### config.mk
export PLATFORM = sky130hd
export DESIGN_NAME = rcr_top
export DESIGN_NICKNAME = d
export VERILOG_FILES = /design/src/verilog/rcr_pkg.sv /design/src/verilog/rcr_inst.sv /design/src/verilog/rcr_top.sv
export SDC_FILE = /design/constraint.sdc
export NUM_CORES = 1
export LEC_CHECK = 0
export BUFFER_PORTS_ARGS = -buffer_cell sky130_fd_sc_hd__buf_2
export CELL_PAD_IN_SITES_DETAIL_PLACEMENT = 1
export CELL_PAD_IN_SITES_GLOBAL_PLACEMENT = 1
export CORE_ASPECT_RATIO = 1.75
export CORE_MARGIN = 2
export CORE_UTILIZATION = 48
export DETAILED_ROUTE_END_ITERATION = 8
export GPL_TIMING_DRIVEN = 0
export PLACE_DENSITY = 0.82
export SKIP_LAST_GASP = 1
export SYNTH_ARGS = -nofsm -noshare
export SYNTH_HDL_FRONTEND = slang
export SYNTH_HIERARCHICAL = 1
export SYNTH_SLANG_ARGS = --single-unit
### constraint.sdc
create_clock -name clk_i -period 3.2 [get_ports clk_i]
set_input_delay 0.32 -clock clk_i [delete_from_list [all_inputs] [get_ports clk_i]]
set_output_delay 0.32 -clock clk_i [all_outputs]
set_load 0.005 [all_outputs]
### src/verilog/rcr_pkg.sv
/*
 * rcr_pkg: constants shared by the reconnection release logic.
 * assumes one 200 MHz processing clock; register offsets are byte addresses.
 */
package rcr_pkg;
    localparam int          RCR_NUM_INST     = 2;
    localparam int          RCR_NUM_DEC      = 6;
    localparam int          RCR_CLK_MHZ      = 200;
    // default mains settle time; software rewrites the terminal count
    localparam int          RCR_SETTLE_MS    = 1000;
    localparam int          RCR_SETTLE_CYC   = RCR_SETTLE_MS * RCR_CLK_MHZ * 1000;

    // global registers
    localparam logic [7:0]  RCR_A_GCTRL      = 8'h00;
    localparam logic [7:0]  RCR_A_IRQ_STAT   = 8'h04;
    localparam logic [7:0]  RCR_A_IRQ_MASK   = 8'h08;
    localparam logic [7:0]  RCR_A_STATE      = 8'h0c;
    // per-instance block: base + stride * n
    localparam logic [7:0]  RCR_A_INST_BASE  = 8'h10;
    localparam logic [7:0]  RCR_A_INST_STEP  = 8'h10;
    localparam logic [3:0]  RCR_O_CTRL       = 4'h0;
    localparam logic [3:0]  RCR_O_VRANGE     = 4'h4;
    localparam logic [3:0]  RCR_O_FRANGE     = 4'h8;
    localparam logic [3:0]  RCR_O_SETTLE     = 4'hc;

    // instance control fields
    localparam int          RCR_F_COND       = 0;
    localparam int          RCR_F_AVG        = 2;
    localparam int          RCR_F_DECMASK    = 3;
    localparam int          RCR_F_DI_EN      = 9;
    localparam int          RCR_F_LOGIC_EN   = 10;
    localparam int          RCR_F_REMOTE     = 11;
    localparam int          RCR_CTRL_W       = 12;

    // interrupt status bits
    localparam int          RCR_I_REL0       = 0;
    localparam int          RCR_I_REL1       = 1;
    localparam int          RCR_I_TRIG0      = 2;
    localparam int          RCR_I_TRIG1      = 3;
    localparam int          RCR_IRQ_W        = 4;

    localparam logic [31:0] RCR_VRANGE_RST   = 32'hffff_0000;
    localparam logic [31:0] RCR_FRANGE_RST   = 32'hffff_0000;
    localparam logic [11:0] RCR_CTRL_RST     = 12'h000;

    typedef enum logic [1:0] {
        RCR_COND_INT,
        RCR_COND_EXT,
        RCR_COND_BOTH,
        RCR_COND_BOTH2
    } rcr_cond_t;
endpackage

### src/verilog/rcr_inst.sv
/*
 * rcr_inst: one reconnection release instance (range checks, settle timer, release).
 * assumes trigger, block, external release and reconnected inputs are already synchronous.
 */
`timescale 1ns/10ps
module rcr_inst (
    input  wire logic                 clk_i,
    input  wire logic                 rst_i,
    input  wire logic                 meas_tick_i,
    input  wire logic                 trig_i,
    input  wire logic [15:0]          v_rms_i,
    input  wire logic [15:0]          v_avg_i,
    input  wire logic [15:0]          freq_i,
    input  wire logic                 use_avg_i,
    input  wire rcr_pkg::rcr_cond_t   cond_i,
    input  wire logic [15:0]          v_lo_i,
    input  wire logic [15:0]          v_hi_i,
    input  wire logic [15:0]          f_lo_i,
    input  wire logic [15:0]          f_hi_i,
    input  wire logic [31:0]          settle_tc_i,
    input  wire logic                 ext_rel_i,
    input  wire logic                 block_i,
    input  wire logic                 reconnected_i,
    output logic                      release_o,
    output logic                      ok_o
);
    import rcr_pkg::*;

    typedef enum logic [1:0] {RCR_SETTLE, RCR_RELEASED, RCR_DONE} rcr_state_t;

    rcr_state_t  state_q;
    logic        v_ok_q;
    logic        f_ok_q;
    logic [31:0] cnt_q;
    logic        ok;
    logic        cnt_done;

    function automatic logic in_rng(input logic [15:0] x, input logic [15:0] lo, input logic [15:0] hi);
        in_rng = (x >= lo) && (x <= hi);
    endfunction

    // checks are sampled only on a fresh measurement   see RULE_14
    always_ff @(posedge clk_i) begin
        if (rst_i) begin
            v_ok_q <= 1'b0;
            f_ok_q <= 1'b0;
        end else if (meas_tick_i) begin
            v_ok_q <= in_rng(use_avg_i ? v_avg_i : v_rms_i, v_lo_i, v_hi_i); // see RULE_04 see RULE_05
            f_ok_q <= in_rng(freq_i, f_lo_i, f_hi_i);                         // see RULE_06
        end
    end

    // frequency always stays internal; voltage comes from the selected source   see RULE_03
    always_comb begin
        case (cond_i)
            RCR_COND_INT: ok = v_ok_q & f_ok_q;
            RCR_COND_EXT: ok = ext_rel_i & f_ok_q;
            default:      ok = v_ok_q & f_ok_q & ext_rel_i;
        endcase
    end

    assign cnt_done = (cnt_q >= settle_tc_i);

    // any excursion or trigger restarts the settle time from zero   see RULE_08 see RULE_15
    always_ff @(posedge clk_i) begin
        if (rst_i || trig_i || !ok) begin
            cnt_q <= 32'h0000_0000;
        end else if (!cnt_done) begin
            cnt_q <= cnt_q + 32'h0000_0001;   // see RULE_07 see RULE_14
        end
    end

    always_ff @(posedge clk_i) begin
        if (rst_i || trig_i) begin
            state_q <= RCR_SETTLE;            // see RULE_15
        end else begin
            case (state_q)
                RCR_SETTLE: begin
                    if (cnt_done && ok && !block_i) begin
                        state_q <= RCR_RELEASED;   // see RULE_09 see RULE_10
                    end
                end
                RCR_RELEASED: begin
                    if (reconnected_i) begin
                        state_q <= RCR_DONE;       // see RULE_11
                    end else if (!ok || block_i) begin
                        state_q <= RCR_SETTLE;
                    end
                end
                // stays dropped until the next decoupling re-arms it
                RCR_DONE: state_q <= RCR_DONE;
                default:  state_q <= RCR_SETTLE;
            endcase
        end
    end

    assign release_o = (state_q == RCR_RELEASED);
    assign ok_o      = ok;
endmodule

### src/verilog/rcr_top.sv
/*
 * rcr_top: two reconnection release instances behind a classic wishbone slave.
 * assumes trips, logic signals and measurements are on clk_i; digital inputs,
 * external release and breaker position are pins.
 */
// Added by the designer: the address map and the Wishbone slave port.
// Contract
// RULE_01: two independent instances with own triggers, ranges and release.
// RULE_02: six assignable trips plus digital input, logic and remote triggers.
// RULE_03: voltage release internal, external coupling point, or both.
// RULE_04: line voltage checked against a configurable range.
// RULE_05: averaged method uses the one-minute average voltage.
// RULE_06: frequency range check is part of the internal release.
// RULE_07: release only after the full settle time, uninterrupted.
// RULE_08: any value out of range clears the settle timer.
// RULE_09: release needs no trigger, internal and any external release.
// RULE_10: logic-equation block keeps release from asserting.
// RULE_11: reconnected input drops the issued release.
// RULE_12: latch blocks instance two after a trip until instance one releases.
// RULE_13: both releases ORed into one relay output.
// RULE_14: timer counts clock ticks; checks run per measurement update.
// RULE_15: active trigger holds release low and timer cleared.
`timescale 1ns/10ps
module rcr_top #(
    parameter logic [31:0] SETTLE_RST_CYC = 32'(rcr_pkg::RCR_SETTLE_CYC)
) (
    input  wire logic         clk_i,
    input  wire logic         rst_i,
    // classic wishbone slave
    input  wire logic         cyc_i,
    input  wire logic         stb_i,
    input  wire logic         we_i,
    input  wire logic [7:0]   adr_i,
    input  wire logic [3:0]   sel_i,
    input  wire logic [31:0]  dat_i,
    output logic [31:0]       dat_o,
    output logic              ack_o,

    // measurements, one update strobe for both instances
    input  wire logic         meas_tick_i,
    input  wire logic [15:0]  v_rms_i,
    input  wire logic [15:0]  v_avg_i,
    input  wire logic [15:0]  freq_i,

    // decoupling trips, six per instance
    input  wire logic [5:0]   dec_trip0_i,
    input  wire logic [5:0]   dec_trip1_i,
    input  wire logic [1:0]   di_trig_i,
    input  wire logic [1:0]   logic_trig_i,
    input  wire logic [1:0]   block_i,
    input  wire logic [1:0]   external_coupling_point_release_i,
    input  wire logic [1:0]   reconnected_i,
    output logic [1:0]        release_out_o,
    output logic              release_any_o,
    output logic              irq_o
);
    import rcr_pkg::*;

    logic [31:0]           rdata_q;
    logic                  ack_q;
    logic                  wr;
    logic                  rd;

    logic                  scheme_q;
    logic                  latch_q;
    logic [RCR_IRQ_W-1:0]  irq_stat_q;
    logic [RCR_IRQ_W-1:0]  irq_mask_q;
    logic [RCR_IRQ_W-1:0]  irq_ev;

    logic [RCR_CTRL_W-1:0] ctrl_q   [RCR_NUM_INST];
    logic [31:0]           vrange_q [RCR_NUM_INST];
    logic [31:0]           frange_q [RCR_NUM_INST];
    logic [31:0]           settle_q [RCR_NUM_INST];

    logic [1:0]            di_s1_q;
    logic [1:0]            di_s2_q;
    logic [1:0]            ext_s1_q;
    logic [1:0]            ext_s2_q;
    logic [1:0]            rec_s1_q;
    logic [1:0]            rec_s2_q;

    logic [1:0]            trig;
    logic [1:0]            trig_d1_q;
    logic [1:0]            rel;
    logic [1:0]            rel_d1_q;
    logic [1:0]            ok;
    logic [1:0]            blk;

    // byte-lane merge for the per-instance writable registers
    function automatic logic [31:0] wmerge(
        input logic [31:0] old,
        input logic [31:0] nw,
        input logic [3:0]  s
    );
        logic [31:0] r;
        r = old;
        for (int b = 0; b < 4; b++) begin
            if (s[b]) begin
                r[8*b +: 8] = nw[8*b +: 8];
            end
        end
        wmerge = r;
    endfunction

    // instance of an address, -1 outside the instance blocks
    function automatic int inst_of(input logic [7:0] a);
        inst_of = -1;
        for (int n = 0; n < RCR_NUM_INST; n++) begin
            if (a[7:4] == 4'((RCR_A_INST_BASE + 8'(n) * RCR_A_INST_STEP) >> 4)) begin
                inst_of = n;
            end
        end
    endfunction

    assign wr = cyc_i & stb_i & we_i & ~ack_q;
    assign rd = cyc_i & stb_i & ~we_i & ~ack_q;

    // pin inputs pass two flops before any logic reads them
    always_ff @(posedge clk_i) begin
        if (rst_i) begin
            di_s1_q  <= 2'h0;
            di_s2_q  <= 2'h0;
            ext_s1_q <= 2'h0;
            ext_s2_q <= 2'h0;
            rec_s1_q <= 2'h0;
            rec_s2_q <= 2'h0;
        end else begin
            di_s1_q  <= di_trig_i;
            di_s2_q  <= di_s1_q;
            ext_s1_q <= external_coupling_point_release_i;
            ext_s2_q <= ext_s1_q;
            rec_s1_q <= reconnected_i;
            rec_s2_q <= rec_s1_q;
        end
    end

    // wishbone answers one cycle after the request, then drops ack
    always_ff @(posedge clk_i) begin
        if (rst_i) begin
            ack_q <= 1'b0;
        end else begin
            ack_q <= cyc_i & stb_i & ~ack_q;
        end
    end

    always_ff @(posedge clk_i) begin
        if (rst_i) begin
            rdata_q <= 32'h0000_0000;
        end else if (rd) begin
            rdata_q <= 32'h0000_0000;
            case (adr_i)
                RCR_A_GCTRL:    rdata_q <= {31'h0, scheme_q};
                RCR_A_IRQ_STAT: rdata_q <= {28'h0, irq_stat_q};
                RCR_A_IRQ_MASK: rdata_q <= {28'h0, irq_mask_q};
                RCR_A_STATE:    rdata_q <= {25'h0, latch_q, trig, ok, rel};
                default: begin
                    // unmapped addresses read as zero
                    if (inst_of(adr_i) >= 0 && adr_i[1:0] == 2'h0) begin
                        case (adr_i[3:0])
                            RCR_O_CTRL:   rdata_q <= {20'h0, ctrl_q[inst_of(adr_i)]};
                            RCR_O_VRANGE: rdata_q <= vrange_q[inst_of(adr_i)];
                            RCR_O_FRANGE: rdata_q <= frange_q[inst_of(adr_i)];
                            RCR_O_SETTLE: rdata_q <= settle_q[inst_of(adr_i)];
                            default:      rdata_q <= 32'h0000_0000;
                        endcase
                    end
                end
            endcase
        end
    end

    assign ack_o = ack_q;
    assign dat_o = rdata_q;

    always_ff @(posedge clk_i) begin
        if (rst_i) begin
            scheme_q   <= 1'b0;
            irq_mask_q <= 4'h0;
        end else if (wr && sel_i[0]) begin
            if (adr_i == RCR_A_GCTRL) begin
                scheme_q <= dat_i[0];
            end
            if (adr_i == RCR_A_IRQ_MASK) begin
                irq_mask_q <= dat_i[RCR_IRQ_W-1:0];
            end
        end
    end

    // each instance owns its own configuration   see RULE_01
    always_ff @(posedge clk_i) begin
        if (rst_i) begin
            for (int n = 0; n < RCR_NUM_INST; n++) begin
                ctrl_q[n]   <= RCR_CTRL_RST;
                vrange_q[n] <= RCR_VRANGE_RST;
                frange_q[n] <= RCR_FRANGE_RST;
                settle_q[n] <= SETTLE_RST_CYC;
            end
        end else if (wr && inst_of(adr_i) >= 0 && adr_i[1:0] == 2'h0) begin
            case (adr_i[3:0])
                RCR_O_CTRL: begin
                    ctrl_q[inst_of(adr_i)] <=
                        RCR_CTRL_W'(wmerge({20'h0, ctrl_q[inst_of(adr_i)]}, dat_i, sel_i));
                end
                RCR_O_VRANGE: vrange_q[inst_of(adr_i)] <= wmerge(vrange_q[inst_of(adr_i)], dat_i, sel_i);
                RCR_O_FRANGE: frange_q[inst_of(adr_i)] <= wmerge(frange_q[inst_of(adr_i)], dat_i, sel_i);
                RCR_O_SETTLE: settle_q[inst_of(adr_i)] <= wmerge(settle_q[inst_of(adr_i)], dat_i, sel_i);
                default: ;
            endcase
        end
    end

    // assigned trips, digital input, logic equation, remote bit   see RULE_02
    always_comb begin
        trig[0] = |(dec_trip0_i & ctrl_q[0][RCR_F_DECMASK +: RCR_NUM_DEC])
                | (di_s2_q[0] & ctrl_q[0][RCR_F_DI_EN])
                | (logic_trig_i[0] & ctrl_q[0][RCR_F_LOGIC_EN])
                | ctrl_q[0][RCR_F_REMOTE];
        trig[1] = |(dec_trip1_i & ctrl_q[1][RCR_F_DECMASK +: RCR_NUM_DEC])
                | (di_s2_q[1] & ctrl_q[1][RCR_F_DI_EN])
                | (logic_trig_i[1] & ctrl_q[1][RCR_F_LOGIC_EN])
                | ctrl_q[1][RCR_F_REMOTE];
    end

    // set wins: a trip in the release cycle keeps instance two blocked   see RULE_12
    always_ff @(posedge clk_i) begin
        if (rst_i || !scheme_q) begin
            latch_q <= 1'b0;
        end else if (|(dec_trip0_i & ctrl_q[0][RCR_F_DECMASK +: RCR_NUM_DEC])) begin
            latch_q <= 1'b1;
        end else if (rel[0]) begin
            latch_q <= 1'b0;
        end
    end

    assign blk[0] = block_i[0];                 // see RULE_10
    assign blk[1] = block_i[1] | latch_q;       // see RULE_10 see RULE_12

    for (genvar g = 0; g < RCR_NUM_INST; g++) begin : g_inst
        rcr_inst u_inst (
            .clk_i         (clk_i),
            .rst_i         (rst_i),
            .meas_tick_i   (meas_tick_i),
            .trig_i        (trig[g]),
            .v_rms_i       (v_rms_i),
            .v_avg_i       (v_avg_i),
            .freq_i        (freq_i),
            .use_avg_i     (ctrl_q[g][RCR_F_AVG]),
            .cond_i        (rcr_cond_t'(ctrl_q[g][RCR_F_COND +: 2])),
            .v_lo_i        (vrange_q[g][15:0]),
            .v_hi_i        (vrange_q[g][31:16]),
            .f_lo_i        (frange_q[g][15:0]),
            .f_hi_i        (frange_q[g][31:16]),
            .settle_tc_i   (settle_q[g]),
            .ext_rel_i     (ext_s2_q[g]),
            .block_i       (blk[g]),
            .reconnected_i (rec_s2_q[g]),
            .release_o     (rel[g]),
            .ok_o          (ok[g])
        );
    end

    always_ff @(posedge clk_i) begin
        if (rst_i) begin
            release_out_o <= 2'h0;
            release_any_o <= 1'b0;
        end else begin
            release_out_o <= rel;
            release_any_o <= |rel;   // see RULE_13
        end
    end

    always_ff @(posedge clk_i) begin
        if (rst_i) begin
            trig_d1_q <= 2'h0;
            rel_d1_q  <= 2'h0;
        end else begin
            trig_d1_q <= trig;
            rel_d1_q  <= rel;
        end
    end

    assign irq_ev[RCR_I_REL0]  = rel[0] & ~rel_d1_q[0];
    assign irq_ev[RCR_I_REL1]  = rel[1] & ~rel_d1_q[1];
    assign irq_ev[RCR_I_TRIG0] = trig[0] & ~trig_d1_q[0];
    assign irq_ev[RCR_I_TRIG1] = trig[1] & ~trig_d1_q[1];

    // write-one-to-clear, a new event in the same cycle wins
    always_ff @(posedge clk_i) begin
        if (rst_i) begin
            irq_stat_q <= 4'h0;
        end else if (wr && sel_i[0] && adr_i == RCR_A_IRQ_STAT) begin
            irq_stat_q <= (irq_stat_q & ~dat_i[RCR_IRQ_W-1:0]) | irq_ev;
        end else begin
            irq_stat_q <= irq_stat_q | irq_ev;
        end
    end

    assign irq_o = |(irq_stat_q & irq_mask_q);
endmodule

==> run summary <==
The main flop type after synthesis was sky130_fd_sc_hd__edfxtp_1. Internal power comes to 7600 uW. Final-report max-slew violation count: 0. Detailed placement ended at an HPWL of 65900 um. The post-synthesis sequential area ratio was 0.441. Setup repair after global routing left no endpoint under its margin. The clock buffer count from CTS came out at 36.

The worst setup path is captured at a flip-flop. For this design the static power due to leakage is 0.00979 uW. The average instance in the mapped netlist occupies 9.68 um2. The die width is 161 um, and the endpoint required time on the critical path is 3.66 ns.

The first-pass GRT wire length is 121000 um, and the total chip power is 10200 uW. The count of flip-flops with a built-in enable after synthesis was 216. The later-pin clock latency in the skew report was 0.57 ns; the final weighted congestion in routability-driven placement was 1.03.

The commonest cells after synthesis are 216 x sky130_fd_sc_hd__edfxtp_1, 205 x sky130_fd_sc_hd__nand2_1, 199 x sky130_fd_sc_hd__inv_1, 194 x sky130_fd_sc_hd__ha_1, 161 x sky130_fd_sc_hd__a21oi_1. The region available for standard cell placement spans 42500 um2. The final critical path time including I/O delays and setup works out to 3.12 ns. The sink count of the clock tree is 348, and the clock skew after layout is 0.0438 ns.

The post-synthesis net count was 2452; the warning count from the yosys run was 6. Counting distinct cell types in the post-synthesis netlist gives 80. Data arrives at the worst endpoint at 3.58 ns.

Number of I/O pins: 157. For the worst slew margin relative to its limit, the log shows 0.149. For the starting density of the core, the log shows 0.487.

The count of buffers added on input and output ports is 155. The power share of the combinational group was 0.092. TritonCTS built the clock tree. The clock slew at the register clock pins of the worst setup and hold paths is 0.07 ns, and the row count is 100.

The final design utilization was 0.553; the number of standard cells after synthesis was 2138. The worst-case clock buffer depth was 3; the worst hold-check slack was 0.0281 ns. The die span in y works out to 279 um. Count of nets after finishing: 2654. The H-tree depth is 2. Across the run, the number of max-cap violations was 0. The total of flip-flops plus latches after synthesis was 348; the iteration count of the initial detailed-routing pass was 5. The async set-or-reset flop fraction in the synthesized netlist was 0.

After detailed routing, the number of remaining DRC violations is 0. Pin count of the biggest net entering global routing: 16. The aggregate routed wire length was 82800 um; the relative area change from synthesis to final layout was 13.7%.

After synthesis the cells add up to 20700 um2. The worst-case IR drop observed on VDD is 0.515 mV. The total count of hold-check failures in the final report came out at 0. The run finished with clean final reports. The violation count after the first detailed-routing iteration was 1490; the detailed-route via count was 18600. STA classifies the critical path startpoint as a flip-flop.

The number of global-route vias before repair came out at 19900. For the pin with the worst max-slew slack, the measured transition is 1.27 ns. Setup violations remaining at the end of the flow were counted as 0.

The min-delay analysis places its worst path in the category primary input to flip-flop. The final-layout fill cell count came out at 4920. The fraction of post-synthesis cell area in the top cell type by area is 0.313, and the maximum operating frequency is 321 MHz. The mean number of vias per cell works out to 6.34. The proportion of total power due to net switching was 0.255; the share of post-route cells with drive strength above 1 was 0.138. For the portion of total power attributed to the clock network, the log shows 0.426. For this run the aggregate overflow at the end of global routing stands at 0. The run gives 0.482 as the part of the power in registers.

In the post-synthesis netlist, the biggest area contributors are sky130_fd_sc_hd__edfxtp_1 31%, sky130_fd_sc_hd__dfxtp_1 13%, sky130_fd_sc_hd__ha_1 12%, sky130_fd_sc_hd__and2_1 4.1%, sky130_fd_sc_hd__a21oi_1 3.9%. In this run the remaining antenna-violating nets after routing total 0. The share of the clock period used by the worst path was 0.975; the net switching power figure was 2600 uW. Yosys instantiated no cell more often than sky130_fd_sc_hd__edfxtp_1. The logs give 2 for the number of antenna violations at the first check in global routing and 0.366 for the total global routing track utilization. The floorplan die area came out at 44900 um2.

The library cell used as clock root buffer is sky130_fd_sc_hd__clkbuf_16. The post-detailed-route wirelength per cell was 28.2 um; the highest net fanout along the worst path was 10. By startpoint and endpoint, the worst setup path is classified as flip-flop to flip-flop.

The biggest area contributor in the post-synthesis netlist is sky130_fd_sc_hd__edfxtp_1. The power density of the placed cells works out to 433 nW/um2.
metal layers:
layer,wire length [um],global-route usage,share of wire,vias up
met5,0,0,0,-
met4,9550,0.342,0.12,0
met3,4480,0.0477,0.054,373
met2,41300,0.653,0.50,861
met1,27500,0.363,0.33,9136
li1,-,-,-,8232
power by group through the flow:
stage               combinational [uW]  sequential [uW]  clock (uW)
CTS                                904             4920        4370
finish                             934             4920        4350
detailed placement                 889             5020           0
global route                       996             4920        4510
global placement                   834             5010           0
floorplan                          469             4970           0
cells by family (layout without fill, tap and decap cells):
family / count (synthesis) / after routing / synth area share
adder cells (fa/ha/maj): 194 / 194 / 0.117
AO/OA/AOI/OAI: 482 / 482 / 0.153
buffers and inverters: 298 / 527 / 0.0574
multiplexers: 36 / 36 / 0.0193
flip-flops: 348 / 348 / 0.441
XOR/XNOR: 3 / 3 / 0.00127
other: 0 / 6 / 0
AND/OR/NAND/NOR: 777 / 777 / 0.211
what timing repair did:
item | in CTS | in global routing
buffers inserted | 0 | 5
endpoints found under the hold margin | 7 | 0
hold buffers | 7 | 0
gates resized for setup | 8 | 5
endpoints found under the setup margin | 31 | 52
path summary, 6_finish.rpt:
path / from / to / slack [ns] / cells after the start
min reg2reg: di_s1_q[0] / di_s2_q[0] / 0.44 / 1
max reg2reg: settle_q[1][17] / g_inst[1].u_inst/cnt_q[27] / 0.08 / 10
max: settle_q[1][17] / g_inst[1].u_inst/cnt_q[27] / 0.08 / 10
min: stb_i / ack_o / 0.03 / 3
cell usage in the layout, fill, tap and decap left out, types with 50 or more instances in the layout:
cell | Yosys | routed
sky130_fd_sc_hd__ha_1 | 194 | 194
sky130_fd_sc_hd__buf_2 | 6 | 161
sky130_fd_sc_hd__dfxtp_1 | 132 | 132
sky130_fd_sc_hd__edfxtp_1 | 216 | 216
sky130_fd_sc_hd__o21ai_0 | 64 | 64
sky130_fd_sc_hd__and2_1 | 134 | 134
sky130_fd_sc_hd__clkbuf_1 | 78 | 78
sky130_fd_sc_hd__nand2_1 | 205 | 205
sky130_fd_sc_hd__nor2_1 | 56 | 56
sky130_fd_sc_hd__o31ai_1 | 51 | 50
sky130_fd_sc_hd__or3_1 | 113 | 113
sky130_fd_sc_hd__a21oi_1 | 161 | 161
sky130_fd_sc_hd__inv_1 | 199 | 199
critical path: stages (launching register included):
cell and delay, ns:
sky130_fd_sc_hd__edfxtp_1 0.39, sky130_fd_sc_hd__inv_1 0.07, sky130_fd_sc_hd__ha_1 0.33, sky130_fd_sc_hd__a21o_1 0.22
sky130_fd_sc_hd__a31oi_4 0.30, sky130_fd_sc_hd__nand4b_1 0.20, sky130_fd_sc_hd__a211oi_4 0.35, sky130_fd_sc_hd__o2111ai_2 0.33
sky130_fd_sc_hd__clkbuf_2 0.29, sky130_fd_sc_hd__or3_1 0.37, sky130_fd_sc_hd__a21oi_1 0.19
cell type report:
class                   instances  area, um2  area share
flip-flops and latches        348       9130       0.388
multi-input cells            1492      10400       0.443
inverters                     199        747      0.0317
well taps                     561        702      0.0298
clock inverters                19        174     0.00739
plain buffers                  96        433      0.0184
clock buffers                  46       1020      0.0433
diodes                          6       15.0    0.000638
repair buffers                167        883      0.0375
through the flow:
step	instances	setup TNS (ns)	setup WS, ns	cell area, um2
after global placement	2854	-24.82	-0.496	22200
after floorplan	2138	0	0.429	20700
after global routing	2933	0	0.00471	23500
after detailed placement	2854	-14.83	-0.512	22200
final	2934	0	0.0802	23500
after CTS	2925	-0.0435	-0.0435	23500
registers in the layout, summed over array words and instances, names as in the netlist, 2 cells and up:
| register | cells |
|---|---|
| vrange_q | 64 |
| g_inst.u_inst/state_q | 4 |
| rec_s1_q | 2 |
| rec_s2_q | 2 |
| irq_mask_q | 4 |
| irq_stat_q | 4 |
| rel_d1_q | 2 |
| dat_o | 32 |
| di_s2_q | 2 |
| ctrl_q | 24 |
| g_inst.u_inst/cnt_q | 64 |
| trig_d1_q | 2 |
| g_inst.u_inst/v_ok_q | 2 |
| ext_s2_q | 2 |
| ext_s1_q | 2 |
| frange_q | 64 |
| settle_q | 64 |
| di_s1_q | 2 |
| g_inst.u_inst/f_ok_q | 2 |
Note: power is estimated with default switching activity, not from simulation.
